[src/riu_pkg.sv]
// package of opcodes, widths and bit positions for the return instruction unit
package riu_pkg;
   localparam int unsigned RIU_IW     = 14;
   localparam int unsigned RIU_PCW    = 13;
   localparam int unsigned RIU_DW     = 8;
   localparam logic [13:0] RIU_OP_RETI   = 14'h0009;
   localparam logic [13:0] RIU_OP_RET    = 14'h0008;
   localparam logic [13:0] RIU_LIT_MASK  = 14'h3C00;
   localparam logic [13:0] RIU_LIT_MATCH = 14'h3400;
   localparam int unsigned RIU_IEN_BIT   = 7;   // global interrupt enable position in control reg
   localparam int unsigned RIU_LIT_LSB   = 0;
   localparam int unsigned RIU_CYCLES    = 2;

   typedef enum logic [1:0] {RIU_NONE, RIU_RETI, RIU_RETLIT, RIU_RET} riu_kind_e;
   typedef enum {RIU_EXEC, RIU_FLUSH} riu_state_e;
endpackage : riu_pkg

[src/riu_decode.sv]
// combinational opcode classifier for the three return instructions
`timescale 1ns/10ps
module riu_decode
   import riu_pkg::*;
(
   input  wire logic [RIU_IW-1:0] i_instr,   // instruction word
   output riu_kind_e              o_kind     // decoded return kind
);
   always_comb begin
      if (i_instr == RIU_OP_RETI) begin
         o_kind = RIU_RETI;
      end else if (i_instr == RIU_OP_RET) begin
         o_kind = RIU_RET;
      end else if ((i_instr & RIU_LIT_MASK) == RIU_LIT_MATCH) begin
         o_kind = RIU_RETLIT;   // bits 9:8 ignored
      end else begin
         o_kind = RIU_NONE;
      end
   end
endmodule : riu_decode

[src/riu_return_unit.sv]
// return instruction unit: decode and two-cycle execution of the return group
// Operation
// RQ1: interrupt-return opcode pops stack, program counter takes top of stack.
// RQ2: interrupt-return sets global interrupt enable, bit 7 of interrupt control.
// RQ3: interrupt-return is one word, two cycles, flags unchanged.
// RQ4: literal return loads the low eight instruction bits into working register.
// RQ5: literal return pops stack into program counter.
// RQ6: literal return is one word, two cycles, flags unchanged.
// RQ7: subroutine-return opcode pops stack, program counter takes top of stack.
// RQ8: subroutine return is one word, two cycles, flags unchanged.
// RQ9: second cycle flushes prefetch as no-op; plain returns keep interrupt enable.
`timescale 1ns/10ps
module riu_return_unit
   import riu_pkg::*;
(
   input  wire logic               i_clk,         // core clock
   input  wire logic               i_rst,         // async reset, high
   input  wire logic               i_cyc_en,      // instruction cycle enable
   input  wire logic [RIU_IW-1:0]  i_instr,       // instruction being executed
   input  wire logic [RIU_PCW-1:0] i_top_of_stack,// stack top value
   output logic                    o_pop,         // stack pop pulse
   output logic                    o_pc_load,     // program counter load pulse
   output logic [RIU_PCW-1:0]      o_pc_value,    // new program counter
   output logic                    o_w_load,      // working register load pulse
   output logic [RIU_DW-1:0]       o_w_value,     // working register value
   output logic                    o_global_interrupt_enable_set, // set interrupt enable pulse
   output logic [2:0]              o_global_interrupt_enable_bit, // bit index in control reg
   output logic                    o_flush,       // execute prefetched as no-op
   output logic                    o_busy,        // return in progress
   output logic                    o_flags_we     // status flag write, always 0
);
   typedef struct packed {
      riu_state_e           st;
      logic                 pop;
      logic                 pc_load;
      logic [RIU_PCW-1:0]   pc_value;
      logic                 w_load;
      logic [RIU_DW-1:0]    w_value;
      logic                 ien_set;
      logic                 flush;
   } riu_state_s;

   riu_state_s r_reg;
   riu_state_s r_next;
   riu_kind_e  kind;

   riu_decode u_dec (
      .i_instr (i_instr),
      .o_kind  (kind)
   );

   always_comb begin
      r_next         = r_reg;
      r_next.pop     = 1'b0;
      r_next.pc_load = 1'b0;
      r_next.w_load  = 1'b0;
      r_next.ien_set = 1'b0;
      if (i_cyc_en) begin
         r_next.flush = 1'b0;
         case (r_reg.st)
            RIU_EXEC: begin
               // the instruction in a flush cycle is still decoded but ignored, not executed
               if (kind != RIU_NONE) begin
                  r_next.st       = RIU_FLUSH;            // [RQ3] [RQ6] [RQ8]
                  r_next.pop      = 1'b1;                 // [RQ1] [RQ5] [RQ7]
                  r_next.pc_load  = 1'b1;                 // [RQ1] [RQ5] [RQ7]
                  r_next.pc_value = i_top_of_stack;       // [RQ1] [RQ5] [RQ7]
                  r_next.flush    = 1'b1;                 // [RQ9]
                  r_next.ien_set  = (kind == RIU_RETI);   // [RQ2] [RQ9]
                  if (kind == RIU_RETLIT) begin
                     r_next.w_load  = 1'b1;               // [RQ4]
                     r_next.w_value = i_instr[RIU_LIT_LSB +: RIU_DW]; // [RQ4]
                  end
               end
            end
            RIU_FLUSH: begin
               r_next.st = RIU_EXEC;                      // [RQ9]
            end
            default: begin
               r_next.st = RIU_EXEC;
            end
         endcase
      end
   end

   always_ff @(posedge i_clk or posedge i_rst) begin
      if (i_rst) begin
         r_reg <= '{st: RIU_EXEC, pc_value: '0, w_value: '0, default: 1'b0};
      end else begin
         r_reg <= r_next;
      end
   end

   assign o_pop      = r_reg.pop;
   assign o_pc_load  = r_reg.pc_load;
   assign o_pc_value = r_reg.pc_value;
   assign o_w_load   = r_reg.w_load;
   assign o_w_value  = r_reg.w_value;
   assign o_global_interrupt_enable_set = r_reg.ien_set;
   assign o_global_interrupt_enable_bit = 3'(RIU_IEN_BIT); // [RQ2]
   assign o_flush    = r_reg.flush;
   assign o_busy     = (r_reg.st == RIU_FLUSH);
   assign o_flags_we = 1'b0;                              // [RQ3] [RQ6] [RQ8]
endmodule : riu_return_unit

[config.mk]
export PLATFORM = sky130hd
export DESIGN_NAME = riu_return_unit
export DESIGN_NICKNAME = d
export VERILOG_FILES = /design/src/riu_pkg.sv /design/src/riu_decode.sv /design/src/riu_return_unit.sv
export SDC_FILE = /design/constraint.sdc
export NUM_CORES = 1
export LEC_CHECK = 0
export CORE_MARGIN = 1
export CORE_UTILIZATION = 35
export CTS_CLUSTER_DIAMETER = 100
export DETAILED_ROUTE_END_ITERATION = 10
export DONT_BUFFER_PORTS = 1
export SLEW_MARGIN = 20
export SYNTH_ARGS = -nofsm -noshare
export SYNTH_HDL_FRONTEND = slang
export SYNTH_SLANG_ARGS = --single-unit
[constraint.sdc]
create_clock -name i_clk -period 2.07 [get_ports i_clk]
set_input_delay 0.414 -clock i_clk [delete_from_list [all_inputs] [get_ports i_clk]]
set_output_delay 0.414 -clock i_clk [all_outputs]
set_load 0.01 [all_outputs]
==> impl_metrics.json <==
{
  "status": "completed",
  "synth_ff_type": "dfrtp_1",
  "path_clk_slew_ps": 130,
  "yosysWarnings": 0,
  "placed_cell_area_um2": 1100,
  "min_period_ps": 1700,
  "cts_max_path_buffers": 2,
  "coreArea_um2": 3390,
  "cts.sinks": 26,
  "via_per_inst": 4.62,
  "antenna_found_initial": 0,
  "final_util": 0.337,
  "syn_to_final_growth_pct": -9.15,
  "cts_resized": 0,
  "yosys.area.top_type": "dfrtp_1",
  "synthCells": 92,
  "rsz0062_at_grt": "false",
  "port_buffers": 0,
  "power_density_nw_per_um2": 973,
  "drc": 0,
  "clk_latency_ps": 310,
  "drive_gt1_frac": 0.423,
  "finClkSkew_ps": 3.68,
  "cts_tree": "yes",
  "post_cts_buffers": 0,
  "antenna_left": 0,
  "crit_required_ps": 2280,
  "overflow": 0,
  "syn_avg_cell_area_um2": 13.7,
  "synth_common_cells": "buf_4, dfrtp_1, mux2_2",
  "grt_max_degree": 22,
  "start_util": 0.371,
  "gp_congestion": 0.639,
  "drv_cap": 0,
  "cts_hold_buf": 1,
  "die_area_um2": 3840,
  "whs_ps": 188,
  "grt_pass1_wl_um": 2520,
  "largest_reg_flops": 13,
  "drtPass1Iterations": 2,
  "diodes": 0,
  "fmax_ghz": 0.587,
  "wl_per_cell_um": 16.0,
  "min_period_over_period": 0.823,
  "async_flop_share": 1.00,
  "route.vias.total": 540,
  "drtIter0Drc": 41,
  "cts_buffers": 3,
  "crit_type": "reg -> reg",
  "yosysSeqAreaShare": 0.517,
  "hold_class": "in -> reg",
  "hpwl_um": 1450,
  "critPathLaunch": "r_reg[26]",
  "p_leak_nw": 0.536,
  "worst-r2r-setup-slack_ps": 370,
  "setup.worst_path.start_class": "flip-flop",
  "drt_wl_total_um": 1870,
  "max-vdd-ir-drop_mv": 0.524,
  "cp_max_fo": 16,
  "rr_startpoint": "r_reg[26]",
  "synth_seq_cells": 26,
  "critPathCapture": "o_pc_value[2]",
  "p_total_mw": 1.11,
  "cts_max_level": 1,
  "synth_area_um2": 1260,
  "ys_types": 17,
  "synth-edff-count": 0,
  "root_buffer": "clkbuf_4",
  "tns_ps": 0,
  "reg2reg_to": "o_pc_value[2]",
  "rows": 21,
  "die_w_um": 61.9,
  "worstSetupEndpointType": "flip-flop",
  "worstPathArrival_ps": 1920,
  "grt_pass1_vias": 508,
  "fin_area_um2": 1140,
  "synth.area.top_cells": "dfrtp_1, buf_4, mux2_2",
  "fin_nets": 102,
  "reg2reg_depth": 4,
  "io_pins": 61,
  "die_h_um": 61.9,
  "slew_viol_final": 0,
  "grt_usage": 0.0973,
  "setup_viol": 0,
  "finalHoldViolCount": 0,
  "synth_top_area_frac": 0.517
}
cell type report:
| class | instances | area (um^2) |
|---|---|---|
| multi-input combinational | 35 | 362 |
| sequential | 26 | 651 |
| fill | 342 | 2250 |
| tap | 46 | 57.6 |
| timing repair buffer | 3 | 25.0 |
| clock buffer | 4 | 36.3 |
| inverter | 3 | 11.3 |
metal layers:
metal / vias up / global-route usage / share of wire
met2: 45 / 0.147 / 0.48
met3: 0 / 0.0642 / 0.12
li1: 234 / - / -
met1: 261 / 0.112 / 0.40
met5: - / 0 / 0
met4: 0 / 0.0286 / 0
where the power goes:
group	internal, mW	total [mW]	leakage, nW	switching [mW]
logic	0.0964	0.137	0.188	0.0408
registers	0.608	0.725	0.327	0.117
clock network	0.107	0.249	0.0210	0.142
total	0.812	1.11	0.536	0.300
how the worst min path moves through the flow:
stage          startpoint                             to  slack (ps)  depth (start not counted)
4_1_cts        i_instr[0]  o_global_interrupt_enable_set         170                          2
2_1_floorplan       i_rst                        o_flush         450                          1
3_5_place_dp        i_rst                      o_pc_load         220                          1
3_3_place_gp        i_rst                      o_pc_load         210                          1
5_1_grt        i_instr[0]  o_global_interrupt_enable_set         150                          2
6_report       i_instr[0]  o_global_interrupt_enable_set         190                          2
critical path, stage by stage (launching register included):
cell and delay [ps]:
dfrtp_1 470, nor3b_2 240, and4_4 250, nand2b_4 270
mux2_2 370
metrics by stage:
stage / cells / setup slack [ps]
finish: 117 / 366
global route: 117 / 245
CTS: 117 / 331
detailed placement: 112 / 280
global placement: 112 / 343
floorplan: 94 / 341
cells by family after synthesis:
| kind of cell | synth area share |
|---|---|
| muxes | 0.209 |
| and+or+nand+nor | 0.0547 |
| buffers and inverters | 0.201 |
| AOI/OAI and AO/OA | 0.0119 |
| DFF | 0.517 |
| other | 0.00597 |
cells in the final DEF, fill, tap and decap left out:
| cell | count |
|---|---|
| a21o_1 | 2 |
| and4_4 | 1 |
| buf_4 | 2 |
| clkbuf_4 | 3 |
| clkbuf_8 | 1 |
| conb_1 | 4 |
| dfrtp_1 | 26 |
| dlygate4sd3_1 | 1 |
| inv_1 | 3 |
| mux2_2 | 14 |
| mux2_4 | 7 |
| nand2b_4 | 1 |
| nand4_1 | 1 |
| nor2_1 | 1 |
| nor3b_2 | 1 |
| nor4_1 | 2 |
| nor4b_1 | 1 |
Note: power is estimated with default switching activity, not from simulation.
